--- src/dspl_pkg.sv ---
package dspl_pkg;

  localparam int          DATA_W        = 8;
  localparam int          OFF_W         = 5;
  localparam int          IDX_W         = 4;
  localparam int          REG_COUNT     = 32;

  // Command codes
  localparam logic [7:0]  CMD_BASE_CFG  = 8'h40;
  localparam logic [7:0]  CMD_BLOCKS    = 8'h44;
  localparam logic [7:0]  CMD_FINE_SHIFT = 8'h5A;
  localparam logic [7:0]  CMD_COMBINE   = 8'h5B;

  // Parameter counts per command, index limit and base setup skip
  localparam logic [3:0]  BASE_CFG_LEN  = 4'h8;
  localparam logic [3:0]  BLOCKS_LEN    = 4'hA;
  localparam logic [3:0]  SINGLE_LEN    = 4'h1;
  localparam logic [3:0]  IDX_MAX       = 4'hF;
  localparam logic [3:0]  BASE_CFG_SKIP = 4'h2;

  // Register offsets
  localparam logic [4:0]  OFF_BASE_CFG  = 5'h00;
  localparam logic [4:0]  OFF_CELL_H    = 5'h02;
  localparam logic [4:0]  OFF_LINE_DISP = 5'h03;
  localparam logic [4:0]  OFF_LINE_TOT  = 5'h04;
  localparam logic [4:0]  OFF_FRAME     = 5'h05;
  localparam logic [4:0]  OFF_VW_LO     = 5'h06;
  localparam logic [4:0]  OFF_VW_HI     = 5'h07;
  localparam logic [4:0]  OFF_B1_LO     = 5'h0B;
  localparam logic [4:0]  OFF_B1_HI     = 5'h0C;
  localparam logic [4:0]  OFF_B1_LINES  = 5'h0D;
  localparam logic [4:0]  OFF_B2_LO     = 5'h0E;
  localparam logic [4:0]  OFF_B2_HI     = 5'h0F;
  localparam logic [4:0]  OFF_B2_LINES  = 5'h10;
  localparam logic [4:0]  OFF_B3_LO     = 5'h11;
  localparam logic [4:0]  OFF_B3_HI     = 5'h12;
  localparam logic [4:0]  OFF_B4_LO     = 5'h13;
  localparam logic [4:0]  OFF_B4_HI     = 5'h14;
  localparam logic [4:0]  OFF_COMBINE   = 5'h18;
  localparam logic [4:0]  OFF_SHIFT     = 5'h1B;

  // Field masks and reset value
  localparam logic [7:0]  MASK_FULL     = 8'hFF;
  localparam logic [7:0]  MASK_CELL_H   = 8'h0F;
  localparam logic [7:0]  MASK_COMBINE  = 8'h0F;
  localparam logic [7:0]  MASK_SHIFT    = 8'h07;
  localparam logic [7:0]  REG_RESET     = 8'h00;

  // Field positions in the combine register
  localparam int          BIT_MODE_LO   = 0;
  localparam int          BIT_MODE_HI   = 1;
  localparam int          BIT_B1_SEL    = 2;
  localparam int          BIT_B3_SEL    = 3;

  typedef enum logic [4:0] {
    ST_IDLE    = 5'b00001,
    ST_BASE    = 5'b00010,
    ST_BLOCKS  = 5'b00100,
    ST_SHIFT   = 5'b01000,
    ST_COMBINE = 5'b10000
  } dspl_state_t;

  typedef struct packed {
    logic        wr;
    logic        cmd_select_line;
    logic [7:0]  data;
  } dspl_host_t;

  typedef struct packed {
    logic [3:0]  char_cell_height;
    logic [7:0]  line_display_addresses;
    logic [7:0]  line_total_addresses;
    logic [7:0]  frame_line_count;
    logic [15:0] virtual_width;
    logic [15:0] block1_start;
    logic [7:0]  block1_line_count;
    logic [15:0] block2_start;
    logic [7:0]  block2_line_count;
    logic [15:0] block3_start;
    logic [15:0] block4_start;
    logic        combine_mode_hi;
    logic        combine_mode_lo;
    logic        block1_text_select;
    logic        block3_text_select;
    logic [2:0]  fine_pixel_shift;
  } dspl_cfg_t;

  typedef struct packed {
    logic [4:0]  cell_height_px;
    logic [8:0]  line_display_count;
    logic [8:0]  line_total_count;
    logic [8:0]  frame_lines;
  } dspl_eff_t;

endpackage : dspl_pkg

--- src/dspl_param_loader.sv ---
// Operation
// - Write with select line high is a command; low is a parameter byte.
// - Size and count fields hold quantity minus one; effective value adds one. The code forms effective values only for 02h to 05h.
// - Base setup third parameter: cell height minus one into 02h bits 3-0.
// - Base setup fourth parameter: displayed addresses per line minus one into 03h.
// - Base setup fifth parameter: total addresses per line minus one into 04h.
// - Base setup sixth parameter: display lines per frame minus one into 05h.
// - Base setup seventh and eighth: virtual width low 06h, high 07h.
// - Command 44h first two parameters: block 1 start, low 0Bh, high 0Ch.
// - Block setup third parameter: block 1 line count into 0Dh.
// - Block setup fourth and fifth: block 2 start, low 0Eh, high 0Fh.
// - Block setup sixth parameter: block 2 line count into 10h.
// - Block setup seventh and eighth: block 3 start, low 11h, high 12h.
// - Block setup ninth and tenth: block 4 start, low 13h, high 14h.
// - Command 5Ah parameter sets fine pixel shift in 1Bh bits 2-0.
// - Command 5Bh parameter bits 1-0 set combine mode in 18h.
// - Register 18h bit 2 picks block 1 text or graphics; zero is text.
// - Register 18h bit 3 picks block 3 text or graphics; zero is text.
`timescale 1ns/1ps
`default_nettype none

module dspl_param_loader
  import dspl_pkg::*;
#(
  parameter int NUM_REGS = REG_COUNT
) (
  input  wire logic                   CLOCK,
  input  wire logic                   RESETN,
  input  wire dspl_pkg::dspl_host_t   HOST,
  output var  dspl_pkg::dspl_cfg_t    CFG,
  output var  dspl_pkg::dspl_eff_t    EFF,
  output var  dspl_pkg::dspl_state_t  ACTIVE_CMD,
  output var  logic [3:0]             PARAM_INDEX,
  output var  logic                   BLOCK1_GRAPHICS,
  output var  logic                   BLOCK3_GRAPHICS
);

  import dspl_pkg::*;

  // Maps command state and index to a register slot
  function automatic logic [OFF_W:0] slot_of(
    input dspl_state_t st,
    input logic [IDX_W-1:0] idx
  );
    logic [OFF_W:0] res;
    res = '0;
    case (st)
      ST_BASE: begin
        if (idx >= BASE_CFG_SKIP && idx < BASE_CFG_LEN) begin
          res = {1'b1, OFF_BASE_CFG + {1'b0, idx}};
        end
      end
      ST_BLOCKS: begin
        if (idx < BLOCKS_LEN) begin
          res = {1'b1, OFF_B1_LO + {1'b0, idx}};
        end
      end
      ST_SHIFT: begin
        if (idx < SINGLE_LEN) begin
          res = {1'b1, OFF_SHIFT};
        end
      end
      ST_COMBINE: begin
        if (idx < SINGLE_LEN) begin
          res = {1'b1, OFF_COMBINE};
        end
      end
      default: begin
        res = '0;
      end
    endcase
    return res;
  endfunction : slot_of

  // Bits kept for each slot
  function automatic logic [DATA_W-1:0] mask_of(input logic [OFF_W-1:0] off);
    logic [DATA_W-1:0] m;
    m = MASK_FULL;
    if (off == OFF_CELL_H) begin
      m = MASK_CELL_H;
    end else if (off == OFF_SHIFT) begin
      m = MASK_SHIFT;
    end else if (off == OFF_COMBINE) begin
      m = MASK_COMBINE;
    end
    return m;
  endfunction : mask_of

  dspl_state_t       state_r;
  dspl_state_t       state_nxt;
  logic [IDX_W-1:0]  idx_r;
  logic [IDX_W-1:0]  idx_nxt;
  logic [DATA_W-1:0] regs_r [NUM_REGS];
  dspl_eff_t         eff_r;
  dspl_eff_t         eff_nxt;
  logic              b1_gfx_r;
  logic              b3_gfx_r;

  // Host write decode
  wire               cmd_wr   = HOST.wr && HOST.cmd_select_line;
  wire               param_wr = HOST.wr && !HOST.cmd_select_line;
  wire [OFF_W:0]     slot     = slot_of(state_r, idx_r);
  wire               slot_hit = param_wr && slot[OFF_W];
  wire [OFF_W-1:0]   slot_off = slot[OFF_W-1:0];
  wire [DATA_W-1:0]  wr_byte  = HOST.data & mask_of(slot_off);

  // Command decode
  always_comb begin
    state_nxt = state_r;
    if (cmd_wr) begin
      case (HOST.data)
        CMD_BASE_CFG:   state_nxt = ST_BASE;
        CMD_BLOCKS:     state_nxt = ST_BLOCKS;
        CMD_FINE_SHIFT: state_nxt = ST_SHIFT;
        CMD_COMBINE:    state_nxt = ST_COMBINE;
        default:        state_nxt = ST_IDLE;
      endcase
    end
  end

  // Parameter index, saturating
  always_comb begin
    idx_nxt = idx_r;
    if (cmd_wr) begin
      idx_nxt = '0;
    end else if (param_wr && idx_r != IDX_MAX) begin
      idx_nxt = idx_r + 4'h1;
    end
  end

  always_ff @(posedge CLOCK or negedge RESETN) begin
    if (!RESETN) begin
      state_r <= ST_IDLE;
      idx_r   <= '0;
    end else begin
      state_r <= state_nxt;
      idx_r   <= idx_nxt;
    end
  end

  // Register storage
  genvar g;
  generate
    for (g = 0; g < NUM_REGS; g++) begin : g_regs
      always_ff @(posedge CLOCK or negedge RESETN) begin
        if (!RESETN) begin
          regs_r[g] <= REG_RESET;
        end else if (slot_hit && slot_off == OFF_W'(g)) begin
          regs_r[g] <= wr_byte;
        end
      end
    end
  endgenerate

  // Effective quantities, one cycle behind storage
  always_comb begin
    eff_nxt.cell_height_px     = {1'b0, regs_r[OFF_CELL_H][3:0]} + 5'h01;
    eff_nxt.line_display_count = {1'b0, regs_r[OFF_LINE_DISP]} + 9'h001;
    eff_nxt.line_total_count   = {1'b0, regs_r[OFF_LINE_TOT]} + 9'h001;
    eff_nxt.frame_lines        = {1'b0, regs_r[OFF_FRAME]} + 9'h001;
  end

  always_ff @(posedge CLOCK or negedge RESETN) begin
    if (!RESETN) begin
      eff_r    <= '0;
      b1_gfx_r <= 1'b0;
      b3_gfx_r <= 1'b0;
    end else begin
      eff_r    <= eff_nxt;
      b1_gfx_r <= regs_r[OFF_COMBINE][BIT_B1_SEL];
      b3_gfx_r <= regs_r[OFF_COMBINE][BIT_B3_SEL];
    end
  end

  // Outputs from flops; CFG straight from storage, EFF and graphics flags one cycle behind it
  assign CFG.char_cell_height       = regs_r[OFF_CELL_H][3:0];
  assign CFG.line_display_addresses = regs_r[OFF_LINE_DISP];
  assign CFG.line_total_addresses   = regs_r[OFF_LINE_TOT];
  assign CFG.frame_line_count       = regs_r[OFF_FRAME];
  assign CFG.virtual_width          = {regs_r[OFF_VW_HI], regs_r[OFF_VW_LO]};
  assign CFG.block1_start           = {regs_r[OFF_B1_HI], regs_r[OFF_B1_LO]};
  assign CFG.block1_line_count      = regs_r[OFF_B1_LINES];
  assign CFG.block2_start           = {regs_r[OFF_B2_HI], regs_r[OFF_B2_LO]};
  assign CFG.block2_line_count      = regs_r[OFF_B2_LINES];
  assign CFG.block3_start           = {regs_r[OFF_B3_HI], regs_r[OFF_B3_LO]};
  assign CFG.block4_start           = {regs_r[OFF_B4_HI], regs_r[OFF_B4_LO]};
  assign CFG.combine_mode_hi        = regs_r[OFF_COMBINE][BIT_MODE_HI];
  assign CFG.combine_mode_lo        = regs_r[OFF_COMBINE][BIT_MODE_LO];
  assign CFG.block1_text_select     = regs_r[OFF_COMBINE][BIT_B1_SEL];
  assign CFG.block3_text_select     = regs_r[OFF_COMBINE][BIT_B3_SEL];
  assign CFG.fine_pixel_shift       = regs_r[OFF_SHIFT][2:0];
  assign EFF                        = eff_r;
  assign ACTIVE_CMD                 = state_r;
  assign PARAM_INDEX                = idx_r;
  assign BLOCK1_GRAPHICS            = b1_gfx_r;
  assign BLOCK3_GRAPHICS            = b3_gfx_r;

endmodule : dspl_param_loader

`default_nettype wire

--- config.mk ---
export PLATFORM = sky130hd
export DESIGN_NAME = dspl_param_loader
export DESIGN_NICKNAME = d
export VERILOG_FILES = /design/src/dspl_pkg.sv /design/src/dspl_param_loader.sv
export SDC_FILE = /design/constraint.sdc
export NUM_CORES = 1
export LEC_CHECK = 0
export ABC_CLOCK_PERIOD_IN_PS = 3800
export BUFFER_PORTS_ARGS = -buffer_cell sky130_fd_sc_hd__buf_4
export CORE_ASPECT_RATIO = 0.8
export CORE_MARGIN = 2
export CORE_UTILIZATION = 25
export CTS_CLUSTER_DIAMETER = 100
export DETAILED_ROUTE_END_ITERATION = 8
export SYNTH_ARGS = -nofsm -noshare
export SYNTH_HDL_FRONTEND = slang
export SYNTH_SLANG_ARGS = --single-unit
export TNS_END_PERCENT = 5
--- constraint.sdc ---
create_clock -name CLOCK -period 3.8 [get_ports CLOCK]
set_input_delay 0 -clock CLOCK [delete_from_list [all_inputs] [get_ports CLOCK]]
set_output_delay 0 -clock CLOCK [all_outputs]
set_load 0.01 [all_outputs]
# Yosys cells after proc, flatten, opt, wreduce, memory -nomap -nowiden
# Cells that the tools add are included.
# word_totals
in_bits	12
word_cells	100
register_bits	174
# op_classes
n_lt_le_gt_ge	4
bitwise	1
n_addsub	6
reduce_logical	25
muxes	11
eq_ne	27
# op_table
cell	count
$eq 5x5->1 const B	8
$eq 8x7->1 const B	4
$eq 5x4->1 const B	6
$add 8x1->9 const B	3
$eq 5x3->1 const B	5
$mux 6	4
$mux 8	3
$pmux 6 s4	1
$logic_and 1x1->1	23
$pmux 5 s4	1
$eq 5x2->1 const B	3
$and 8x8->8	1
$lt 4x4->1 const B	2
$mux 4	2
$add 4x1->5 const B	1
$add 4x4->5 const A	1
$add 4x1->4 const B	1
$ge 4x2->1 const B	1
$lt 4x1->1 const B	1
$ne 4x4->1 const B	1
$reduce_bool 2->1	1
$logic_not 1->1	1

# Longest topological paths before layout
# Gate-level depths: netlist of run 1.
# logic_depth
depth_word	9
depth_mapped	9
mapped_depth_nobuf	7

# Worst setup path after synthesis of run 1
# Ideal clock, no wire load.
# synth_timing
path_type	register to register
start	register idx_r[3], in the netlist PARAM_INDEX[3]
end	register regs_r, in the netlist CFG[87]
required_ps	3675
path_stages_with_launch	8
setup_slack_ps	1124
t_arrival_ps	2552
cell_sequence	dfrtp_1 > or4b_1 > buf_2 > or3_1 > and3_1 > buf_6 > nor4_4 > mux2_2
# synth_via
elab_chain_cells	8
# synth_rtl
element	line	text
from (decl)	dspl_param_loader.sv:91	logic [IDX_W-1:0] idx_r;
from (signal assigned)	dspl_param_loader.sv:137	idx_r <= idx_nxt;
$ge 4x2->1 or $lt 4x4->1 (tied branches)	dspl_param_loader.sv:49	if (idx >= BASE_CFG_SKIP && idx < BASE_CFG_LEN) begin
$logic_and 1x1->1	dspl_param_loader.sv:49	
$mux 6	dspl_param_loader.sv:49	
$pmux 6 s4 *	dspl_param_loader.sv:47	case (st)
$eq 5x5->1	dspl_param_loader.sv:81	end else if (off == OFF_SHIFT) begin
$mux 8	dspl_param_loader.sv:81	
$mux 8	dspl_param_loader.sv:79	if (off == OFF_CELL_H) begin
$and 8x8->8	dspl_param_loader.sv:105	wire [DATA_W-1:0] wr_byte = HOST.data & mask_of(slot_off);
to (signal, indexed assignment)	dspl_param_loader.sv:149	regs_r[g] <= wr_byte;
to (decl)	dspl_param_loader.sv:93	logic [DATA_W-1:0] regs_r [NUM_REGS];
# Every way passes the cells marked *; elsewhere a longest branch is shown, timed or not.
# A chain may end at the register's enable or synchronous reset.

# Worst setup path after layout of run 1
# layout_timing
start	register idx_r[0], in the netlist PARAM_INDEX[0]
end	register regs_r, in the netlist CFG[20]
# layout_via
elab_chain_cells	9
# layout_rtl
element	line	text
$ge 4x2->1 or $lt 4x4->1 (tied branches)	dspl_param_loader.sv:49	
$logic_and 1x1->1	dspl_param_loader.sv:49	
$mux 6	dspl_param_loader.sv:49	
$pmux 6 s4 *	dspl_param_loader.sv:47	
$eq 5x5->1	dspl_param_loader.sv:83	end else if (off == OFF_COMBINE) begin
$mux 8	dspl_param_loader.sv:83	
$mux 8	dspl_param_loader.sv:81	
$mux 8	dspl_param_loader.sv:79	
$and 8x8->8	dspl_param_loader.sv:105	
# Marks and branches as above.

==> load_flow_metrics.sql, run 1 <==
INSERT INTO impl_metrics (metric_group, metric, value, unit) VALUES
('worst_setup_path', 'worstSetupStartpointType', 'register', ''),
('synthesis', 'post_synth_main_area_contributors', 'dfrtp_1, mux2_2, xnor2_1', ''),
('global_routing', 'grt_antenna_before_repair', '0', ''),
('final_layout', 'drive_gt1_share', '51.1', '%'),
('drt', 'detail_route.vias_per_cell', '4.47', ''),
('placement', 'detailed_place.area', '8980', 'um^2'),
('timing', 'setup_repair_after_global_routing_missed_its_margin', 'false', ''),
('synthesis', 'flip_flop_and_latch_count_after_synthesis', '174', ''),
('worst_setup_path', 'crit_chain', 'inv_1 > ha_1 > nor3b_1 > o211ai_1 > nor3b_1 > nand3_1 > mux2_2', ''),
('power_and_ir_drop', 'power.net_switching', '961', 'uW'),
('power_and_ir_drop', 'p_leak', '5.02', 'nW'),
('synthesis', 'syn_nets', '526', ''),
('drt', 'drc_errors_left', '0', ''),
('power_and_ir_drop', 'pwr-share-comb', '4.5', '%'),
('cts', 'cts_repair_resize_count', '0', ''),
('timing', 'hold-worst-slack', '43.5', 'ps'),
('cts', 'clock_path_buffers', '2', ''),
('final_layout', 'design.final.nets', '724', ''),
('cts', 'clock-root-buffer', 'clkbuf_16', ''),
('job', 'maxCapViolCount', '0', ''),
('timing', 'finalMaxSlewViolations', '0', ''),
('worst_setup_path', 'setup_cp_type', 'reg2reg', ''),
('timing', 'slew-limit-headroom', '35.3', '%'),
('synthesis', 'leading_area_contributor_after_synthesis', 'dfrtp_1', ''),
('drt', 'routed-via-count', '4868', ''),
('global_routing', 'first_global_vias', '4824', ''),
('synthesis', 'synth-seq-area-share', '61.0', '%'),
('floorplan', 'placementRows', '55', ''),
('synthesis', 'yosys_warns', '0', ''),
('synthesis', 'synth_cell_type_count', '51', ''),
('synthesis', 'synth_async_sr_flop_share', '100', '%'),
('timing', 'timing_hold_violations_final', '0', ''),
('worst_hold_path', 'worstHoldPathType', 'in2reg', ''),
('synthesis', 'yosysMostFrequentCell', 'dfrtp_1', ''),
('global_routing', 'groute.usage.overall', '13.8', '%'),
('placement', 'post-dp-hpwl', '14.1', 'mm'),
('drt', 'initialDrtViolationCount', '273', ''),
('drt', 'detail_route.wirelength', '20.3', 'mm'),
('final_layout', 'layout.filler_cells', '2772', ''),
('final_layout', 'multiInputGateArea', '2650', 'um^2'),
('synthesis', 'synth-edff-count', '0', ''),
('timing', 'worst-slew-pin-transition', '970', 'ps'),
('worst_setup_path', 'cp.arrival', '3410', 'ps'),
('power_and_ir_drop', 'switching_part_of_the_total', '24.4', '%'),
('power_and_ir_drop', 'pwr-share-seq', '47.6', '%'),
('placement', 'portBuffers', '185', ''),
('floorplan', 'start_util', '25.4', '%'),
('timing', 'fin_tns_setup', '0', 'ps'),
('outcome', 'result_of_the_run', 'finished, final reports clean', ''),
('synthesis', 'synth.avg_cell_area', '14.1', 'um^2'),
('timing', 'fin_worst_skew', '17.3', 'ps'),
('synthesis', 'syn_area', '7140', 'um^2'),
('global_routing', 'largest_net_degree_at_the_start_of_global_routing', '115', ''),
('final_layout', 'antennaDiodeCount', '0', ''),
('floorplan', 'dieArea', '29900', 'um^2'),
('final_layout', 'finish.instance_area', '9700', 'um^2'),
('drt', 'post_drt_wl_per_cell', '18.7', 'um'),
('synthesis', 'ys.flop_type', 'dfrtp_1', ''),
('synthesis', 'synth_cells', '507', ''),
('cts', 'tritoncts.num_buffers', '17', ''),
('floorplan', 'design.portCount', '186', ''),
('cts', 'clkSlewWorstSetupHoldPaths', '70', 'ps'),
('cts', 'clock_sink_count', '174', ''),
('worst_setup_path', 'timing.critical_path.slowest_cell_delay', '550', 'ps'),
('drt', 'drt-pass1-iter-count', '4', ''),
('floorplan', 'die_w', '193', 'um'),
('worst_setup_path', 'path_common_cell', 'nor3b_1', ''),
('cts', 'clk-insertion-delay-late', '440', 'ps'),
('power_and_ir_drop', 'report.power.total', '3.94', 'mW'),
('cts', 'htreeDepth', '4', ''),
('floorplan', 'core_region_area', '28100', 'um^2');
[path summary, 6_finish.rpt]
check / startpoint / to / slack (ps) / depth (start not counted)
setup reg to reg: PARAM_INDEX[0] / CFG[20] / 700 / 7
max in group asynchronous: RESETN / CFG[11] / 2720 / 3
setup / recovery: PARAM_INDEX[0] / CFG[20] / 700 / 7
hold / removal: HOST[0] / ACTIVE_CMD[3] / 40 / 2
hold reg to reg: CFG[3] / BLOCK3_GRAPHICS / 400 / 0
min in group asynchronous: RESETN / CFG[63] / 220 / 2
[power by group through the flow]
stage	Combinational [mW]	Clock, mW	Sequential (mW)
finish	0.179	1.88	1.88
global route	0.200	2.02	1.88
CTS	0.185	1.95	1.88
detailed placement	0.175	0	1.91
global placement	0.174	0	1.91
floorplan	0.0667	0	1.91
[logic make-up after synthesis]
family	count (synthesis)	share of synthesized area (%)
AOI/OAI and AO/OA	36	3.68
xor gates and xnor gates	21	2.58
DFF	174	61.0
and+or+nand+nor	102	8.61
buffers and inverters	35	2.07
muxes	132	20.8
adders and majority gates	7	1.23
[metrics by stage]
step,worst slack (ps),std cells,util (%)
global route,425,1088,34.5
global placement,675,1047,31.9
finish,702,1088,34.5
detailed placement,722,1047,31.9
floorplan,1120,507,-
CTS,705,1088,34.5
[repair_timing]
item / in CTS / in global routing
buffers inserted: 0 / 0
hold endpoints to repair: 127 / 0
hold buffers: 9 / 0
[per-layer routing]
layer  wire (um)  up-vias  track usage, %
met5           0        -               0
met4         342        0            4.29
met3        1720       19            5.26
met2        8750      156            20.1
met1        9530     2463            19.0
li1            -     2230               -
[worst max-delay path, delay by kind of cell (launching register included)]
| kind | cells | cell delay (ps) |
|---|---|---|
| AO/OA/AOI/OAI | 1 | 210 |
| adder cells (fa/ha/maj) | 1 | 260 |
| buffers and inverters | 1 | 180 |
| flip-flops | 1 | 490 |
| multiplexers | 1 | 440 |
| AND/OR/NAND/NOR | 3 | 1370 |
[flip-flops by register name (all words and copies together) (netlist names)]
signal,count
PARAM_INDEX,4
BLOCK3_GRAPHICS,1
ACTIVE_CMD,5
EFF,32
BLOCK1_GRAPHICS,1
CFG,131
[cell usage in the layout, fill, tap and decap left out, types with 7 or more instances in the layout]
master,synthesis,layout
inv_1,10,10
clkbuf_16,0,17
xor2_1,8,8
a21oi_1,8,8
xnor2_1,13,13
nand3_1,15,15
dfrtp_1,173,173
dlygate4sd3_1,0,9
nand4_1,9,9
nor2_1,9,9
nand2_1,18,18
inv_6,0,8
and3_1,11,11
mux2_2,130,130
ha_1,7,7
and4_1,7,7
buf_4,0,193
[cell type report]
cell class	instances	share of cell area, %
clock buffers	17	4.39
clock inverters	15	2.05
inverters	10	0.387
multi-input cells	298	27.3
flip-flops and latches	174	44.9
well taps	370	4.77
repair buffers	204	16.2
Note: power is estimated with default switching activity, not from simulation.
==> run 2: changes to the inputs <==
- ABC_CLOCK_PERIOD_IN_PS: 3800 -> 3100
- clock period: 3.8 -> 3.1 ns (I/O delays scaled with it)
==> load_flow_metrics.sql, run 2 (same netlist as run 1, synthesis figures left out) <==
INSERT INTO impl_metrics (metric_group, metric, value, unit) VALUES
('placement', 'placed_cells', '1060', ''),
('final_layout', 'layout.cells.most_common', 'buf_4', ''),
('cts', 'clk-insertion-delay-late', '430', 'ps'),
('power_and_ir_drop', 'switching_part_of_the_total', '23.6', '%'),
('final_layout', 'mostFrequentLayoutCells', 'buf_4, dfrtp_1, mux2_2', ''),
('cts', 'clock-root-buffer', 'clkbuf_16', ''),
('timing', 'setup_viol_count_final', '0', ''),
('floorplan', 'fp.dieH', '155', 'um'),
('drt', 'drc_errors_left', '0', ''),
('drt', 'post_drt_wl_per_cell', '18.5', 'um'),
('worst_hold_path', 'hold_start', 'HOST[0]', ''),
('final_layout', 'largest_register_ff_count', '131', ''),
('final_layout', 'layout_overhead_on_the_synthesized_area', '37.3', '%'),
('final_layout', 'layout.filler_cells', '2803', ''),
('placement', 'placement.setup.worst_slack', '167', 'ps'),
('placement', 'portBuffers', '185', ''),
('floorplan', 'die_w', '193', 'um'),
('placement', 'post-dp-hpwl', '14.0', 'mm'),
('timing', 'max_freq', '0.343', 'GHz'),
('drt', 'routed-via-count', '4897', ''),
('worst_setup_path', 'timing.critical_path.slowest_cell_delay', '510', 'ps'),
('worst_setup_path', 'crit_path_max_fanout', '11', ''),
('timing', 'slew-limit-headroom', '52.2', '%'),
('power_and_ir_drop', 'peakVddDrop', '0.370', 'mV'),
('outcome', 'result_of_the_run', 'finished, final reports clean', ''),
('floorplan', 'design.portCount', '186', ''),
('timing', 'min_period', '2920', 'ps'),
('global_routing', 'global_route_wire_length_before_repair', '30.7', 'mm'),
('global_routing', 'grt_antenna_before_repair', '0', ''),
('final_layout', 'antennaDiodeCount', '0', ''),
('worst_setup_path', 'ff2ff_setup_slack', '180', 'ps'),
('worst_setup_path', 'critical-path-top-delay-family', 'simple AND/OR/NAND/NOR gates', ''),
('global_routing', 'globalRouteOverflowTotal', '0', ''),
('power_and_ir_drop', 'share_clk_of_total_power', '46.6', '%'),
('timing', 'worst-slew-pin-transition', '716', 'ps'),
('power_and_ir_drop', 'p_leak', '5.06', 'nW'),
('worst_hold_path', 'worst_hold_path.endpoint', 'ACTIVE_CMD[3]', ''),
('drt', 'detail_route.wirelength', '20.4', 'mm'),
('worst_setup_path', 'timing.critical_path.buf_inv', '2', ''),
('power_and_ir_drop', 'report.power.total', '4.73', 'mW'),
('timing', 'finalWorstSetupSlack', '181', 'ps'),
('cts', 'htreeDepth', '4', ''),
('placement', 'finalWeightedCongestion', '0.836', ''),
('worst_setup_path', 'reg2regPathDepth', '7', ''),
('drt', 'drtAntennaViolNets', '0', ''),
('timing', 'fin_tns_setup', '0', 'ps'),
('timing', 'timing.final.crit_share', '94.2', '%'),
('worst_hold_path', 'min_path_cells', '2', ''),
('floorplan', 'core_region_area', '28100', 'um^2'),
('floorplan', 'placementRows', '55', ''),
('worst_setup_path', 'worst_setup_path_end_kind', 'register', ''),
('power_and_ir_drop', 'pwr-share-comb', '4.7', '%'),
('cts', 'clkSlewWorstSetupHoldPaths', '70', 'ps'),
('final_layout', 'instances_no_fill', '1101', ''),
('worst_setup_path', 'setup_cp_type', 'reg2reg', ''),
('global_routing', 'largest_net_degree_at_the_start_of_global_routing', '85', ''),
('timing', 'setup_repair_after_global_routing_missed_its_margin', 'false', ''),
('worst_setup_path', 'worst_r2r_startpoint', 'PARAM_INDEX[0]', ''),
('drt', 'initialDrtViolationCount', '248', ''),
('global_routing', 'groute.usage.overall', '13.9', '%'),
('final_layout', 'design.final.nets', '737', ''),
('drt', 'detail_route.vias_per_cell', '4.45', ''),
('timing', 'timing_hold_violations_final', '0', ''),
('job', 'maxCapViolCount', '0', ''),
('power_and_ir_drop', 'pwr_density_cell', '483', 'nW/um^2'),
('timing', 'finalMaxSlewViolations', '0', ''),
('worst_setup_path', 'worst_path_cell_with_the_longest_stage_delay', 'a221o_1', ''),
('cts', 'clock_sink_count', '174', ''),
('power_and_ir_drop', 'pwr-share-seq', '48.6', '%'),
('final_layout', 'finish.instance_area', '9800', 'um^2'),
('cts', 'cts_setup_buffers', '0', ''),
('worst_hold_path', 'worstHoldPathType', 'in2reg', ''),
('global_routing', 'first_global_vias', '4932', ''),
('worst_setup_path', 'worstSetupStartpointType', 'register', ''),
('power_and_ir_drop', 'power_report.internal_total', '3.61', 'mW'),
('cts', 'tritoncts.num_buffers', '17', ''),
('placement', 'detailed_place.area', '9090', 'um^2'),
('worst_setup_path', 'crit_chain', 'inv_1 > ha_1 > nor4_1 > a221o_1 > and4_1 > buf_4 > mux2_2', ''),
('floorplan', 'start_util', '25.4', '%'),
('worst_setup_path', 'cp.arrival', '3240', 'ps'),
('cts', 'clock_path_buffers', '2', ''),
('worst_setup_path', 'timing.critical_path.required', '3420', 'ps'),
('floorplan', 'dieArea', '29900', 'um^2'),
('cts', 'tritoncts', 'done', ''),
('timing', 'fin_worst_skew', '14.0', 'ps'),
('final_layout', 'drive_gt1_share', '52.3', '%'),
('worst_setup_path', 'worst_r2r_dst', 'CFG[76]', ''),
('power_and_ir_drop', 'power.net_switching', '1.12', 'mW'),
('drt', 'drt-pass1-iter-count', '4', '');
## run 2: worst max-delay path by stage
stage / start / to / slack (ps) / cells after the start
final: PARAM_INDEX[0] / CFG[76] / 180 / 7
after global routing: PARAM_INDEX[0] / CFG[77] / 4 / 8
after CTS: PARAM_INDEX[0] / CFG[82] / 150 / 8
after detailed placement: PARAM_INDEX[0] / CFG[82] / 170 / 8
after global placement: PARAM_INDEX[0] / CFG[66] / 190 / 8
after floorplan: PARAM_INDEX[3] / CFG[87] / 420 / 7
## run 2: per-layer routing
| metal | routed length, um | global-route usage [%] |
|---|---|---|
| met1 | 9440 | 19.2 |
| met2 | 8900 | 20.4 |
| met3 | 1800 | 5.23 |
| met4 | 223 | 4.00 |
| met5 | 0 | 0 |
## run 2: power groups by stage
stage | registers (mW) | clock network [mW] | logic [mW]
after floorplan | 2.34 | 0 | 0.0817
after global placement | 2.34 | 0 | 0.218
after detailed placement | 2.34 | 0 | 0.219
after CTS | 2.30 | 2.30 | 0.231
after global routing | 2.30 | 2.37 | 0.254
final | 2.30 | 2.21 | 0.224
## run 2: what timing repair did
item / 4_1_cts / 5_1_grt
setup endpoints to repair: 0 / 25
hold endpoints to repair: 96 / 0
hold buffers: 9 / 0
gates resized for setup: 0 / 4
## run 2: worst register-to-register path, delay by kind of cell, from the launching register on
kind	cells	cell delay [ps]
compound gates	1	510
flops	1	490
fa+ha+maj	1	370
buf+inv	2	400
simple gates	2	690
mux	1	350
## run 2: per-stage QoR
step	hold WS, ps	utilization (%)
after floorplan	-296	-
after detailed placement	122	32.3
after global placement	112	32.3
after CTS	38.2	34.8
after global routing	66.3	34.8
final	36.3	34.8
## run 2: layout make-up
type                    instances  area (um^2)  share of cell area (%)
multi-input cells             298         2660                    27.2
well taps                     370          463                    4.72
inverters                      10         37.5                   0.383
flip-flops and latches        174         4360                    44.4
clock buffers                  21          470                    4.80
repair buffers                217         1680                    17.2
clock inverters                11          130                    1.33
==> run 3: changes to the inputs <==
- SETUP_SLACK_MARGIN: default -> 0.3
==> load_flow_metrics.sql, run 3 (same netlist as run 1, synthesis figures left out) <==
INSERT INTO impl_metrics (metric_group, metric, value, unit) VALUES
('timing', 'min_period', '2690', 'ps'),
('power_and_ir_drop', 'power_report.internal_total', '3.62', 'mW'),
('final_layout', 'largest_register_ff_count', '131', ''),
('drt', 'detail_route.wirelength', '20.6', 'mm'),
('worst_setup_path', 'worst_path_cell_with_the_longest_stage_delay', 'dfrtp_1', ''),
('power_and_ir_drop', 'report.power.total', '4.74', 'mW'),
('floorplan', 'design.portCount', '186', ''),
('timing', 'finalMaxSlewViolations', '0', ''),
('worst_hold_path', 'worstHoldPathType', 'in2reg', ''),
('drt', 'routed-via-count', '4968', ''),
('floorplan', 'placementRows', '55', ''),
('cts', 'clock_sink_count', '174', ''),
('power_and_ir_drop', 'share_clk_of_total_power', '46.6', '%'),
('worst_setup_path', 'worst_setup_path_end_kind', 'register', ''),
('global_routing', 'globalRouteOverflowTotal', '0', ''),
('cts', 'clk-insertion-delay-late', '430', 'ps'),
('global_routing', 'largest_net_degree_at_the_start_of_global_routing', '85', ''),
('power_and_ir_drop', 'p_leak', '5.08', 'nW'),
('cts', 'clock_path_buffers', '2', ''),
('cts', 'tritoncts', 'done', ''),
('worst_setup_path', 'timing.critical_path.slowest_cell_delay', '510', 'ps'),
('floorplan', 'die_w', '193', 'um'),
('global_routing', 'groute.usage.overall', '13.9', '%'),
('final_layout', 'antennaDiodeCount', '0', ''),
('placement', 'post-dp-hpwl', '14.0', 'mm'),
('power_and_ir_drop', 'pwr-share-seq', '48.5', '%'),
('timing', 'timing.final.crit_share', '86.8', '%'),
('placement', 'finalWeightedCongestion', '0.836', ''),
('drt', 'post_drt_wl_per_cell', '18.7', 'um'),
('cts', 'htreeDepth', '4', ''),
('job', 'maxCapViolCount', '0', ''),
('timing', 'fin_tns_setup', '0', 'ps'),
('placement', 'portBuffers', '185', ''),
('final_layout', 'mostFrequentLayoutCells', 'buf_4, dfrtp_1, mux2_2', ''),
('timing', 'setup_viol_count_final', '0', ''),
('timing', 'worst-slew-pin-transition', '721', 'ps'),
('global_routing', 'grt_antenna_before_repair', '0', ''),
('timing', 'setup_repair_after_global_routing_missed_its_margin', 'true', ''),
('final_layout', 'layout_overhead_on_the_synthesized_area', '38.4', '%'),
('cts', 'clock-root-buffer', 'clkbuf_16', ''),
('worst_setup_path', 'setup_cp_type', 'reg2reg', ''),
('drt', 'drt-pass1-iter-count', '4', ''),
('power_and_ir_drop', 'pwr_density_cell', '480', 'nW/um^2'),
('cts', 'cts_setup_buffers', '0', ''),
('drt', 'drtAntennaViolNets', '0', ''),
('timing', 'timing_hold_violations_final', '0', ''),
('placement', 'placed_cells', '1060', ''),
('final_layout', 'layout.filler_cells', '2793', ''),
('placement', 'detailed_place.area', '9090', 'um^2'),
('worst_setup_path', 'cp.arrival', '3000', 'ps'),
('timing', 'hold-worst-slack', '37.5', 'ps'),
('drt', 'detail_route.vias_per_cell', '4.51', ''),
('global_routing', 'global_route_wire_length_before_repair', '30.7', 'mm'),
('power_and_ir_drop', 'power.net_switching', '1.13', 'mW'),
('floorplan', 'start_util', '25.4', '%'),
('floorplan', 'dieArea', '29900', 'um^2'),
('cts', 'clkSlewWorstSetupHoldPaths', '70', 'ps'),
('floorplan', 'core_region_area', '28100', 'um^2'),
('floorplan', 'fp.dieH', '155', 'um'),
('placement', 'placement.setup.worst_slack', '167', 'ps'),
('final_layout', 'instances_no_fill', '1101', ''),
('outcome', 'result_of_the_run', 'finished, final reports clean', ''),
('power_and_ir_drop', 'switching_part_of_the_total', '23.7', '%'),
('drt', 'drc_errors_left', '0', ''),
('drt', 'initialDrtViolationCount', '221', ''),
('worst_setup_path', 'worstSetupStartpointType', 'register', ''),
('timing', 'finalWorstSetupSlack', '410', 'ps'),
('final_layout', 'layout.cells.most_common', 'buf_4', ''),
('timing', 'slew-limit-headroom', '51.9', '%'),
('final_layout', 'finish.instance_area', '9870', 'um^2'),
('cts', 'tritoncts.num_buffers', '17', ''),
('final_layout', 'finish.utilization', '35.1', '%'),
('timing', 'max_freq', '0.372', 'GHz'),
('final_layout', 'drive_gt1_share', '54.3', '%'),
('power_and_ir_drop', 'pwr-share-comb', '4.9', '%'),
('power_and_ir_drop', 'peakVddDrop', '0.373', 'mV'),
('worst_setup_path', 'crit_chain', 'inv_2 > ha_1 > nor4_2 > a221o_2 > and4_1 > buf_4 > mux2_2', ''),
('timing', 'fin_worst_skew', '12.6', 'ps'),
('worst_setup_path', 'timing.critical_path.required', '3410', 'ps'),
('global_routing', 'first_global_vias', '4941', ''),
('final_layout', 'design.final.nets', '737', ''),
('worst_setup_path', 'crit_path_max_fanout', '11', '');
## run 3: cell counts in the layout (fill, tap and decap cells not counted)
No cell type changed its count.
## run 3: area by class of cell
| type | count | area, um^2 | share of cell area (%) |
|---|---|---|---|
| clock buffers | 21 | 470 | 4.76 |
| clock inverters | 11 | 130 | 1.32 |
| inverters | 10 | 37.5 | 0.380 |
| multi-input cells | 298 | 2730 | 27.7 |
| flip-flops and latches | 174 | 4360 | 44.1 |
| well taps | 370 | 463 | 4.69 |
| repair buffers | 217 | 1680 | 17.0 |
## run 3: what timing repair did
item | in CTS | in global routing
resized for setup | 3 | 20
hold buffers | 9 | 0
pin swaps | 0 | 1
setup endpoints to repair | 52 | 120
hold endpoints to repair | 96 | 0
## run 3: final timing paths
kind                       cells past startpoint         endpoint      startpoint  slack [ps]
max                                            7         CFG[102]  PARAM_INDEX[0]         410
max in group asynchronous                      3         CFG[116]          RESETN        2150
min reg2reg                                    0  BLOCK3_GRAPHICS          CFG[3]         410
max reg2reg                                    7         CFG[102]  PARAM_INDEX[0]         410
min                                            2    ACTIVE_CMD[3]         HOST[0]          40
min in group asynchronous                      2          CFG[63]          RESETN         200
## run 3: per-layer routing
metal  track usage (%)  vias to the layer above  wire length, um
met3              5.23                       13             1830
met1              19.2                     2534             9490
met4              4.00                        0              203
li1                  -                     2258                -
met5                 0                        -                0
met2              20.4                      163             9050
## run 3: power groups by stage
stage               Clock, mW  Combinational (mW)  Sequential, mW
global route             2.37               0.261            2.30
CTS                      2.30               0.231            2.30
finish                   2.21               0.233            2.30
detailed placement          0               0.219            2.34
floorplan                   0              0.0817            2.34
global placement            0               0.218            2.34
## run 3: critical path: cells and delay by family, from the launching register on
family                     cells  cell delay (ps)
AOI/OAI and AO/OA              1              380
muxes                          1              350
buffers and inverters          2              340
adders and majority gates      1              380
DFF                            1              510
and+or+nand+nor                2              610
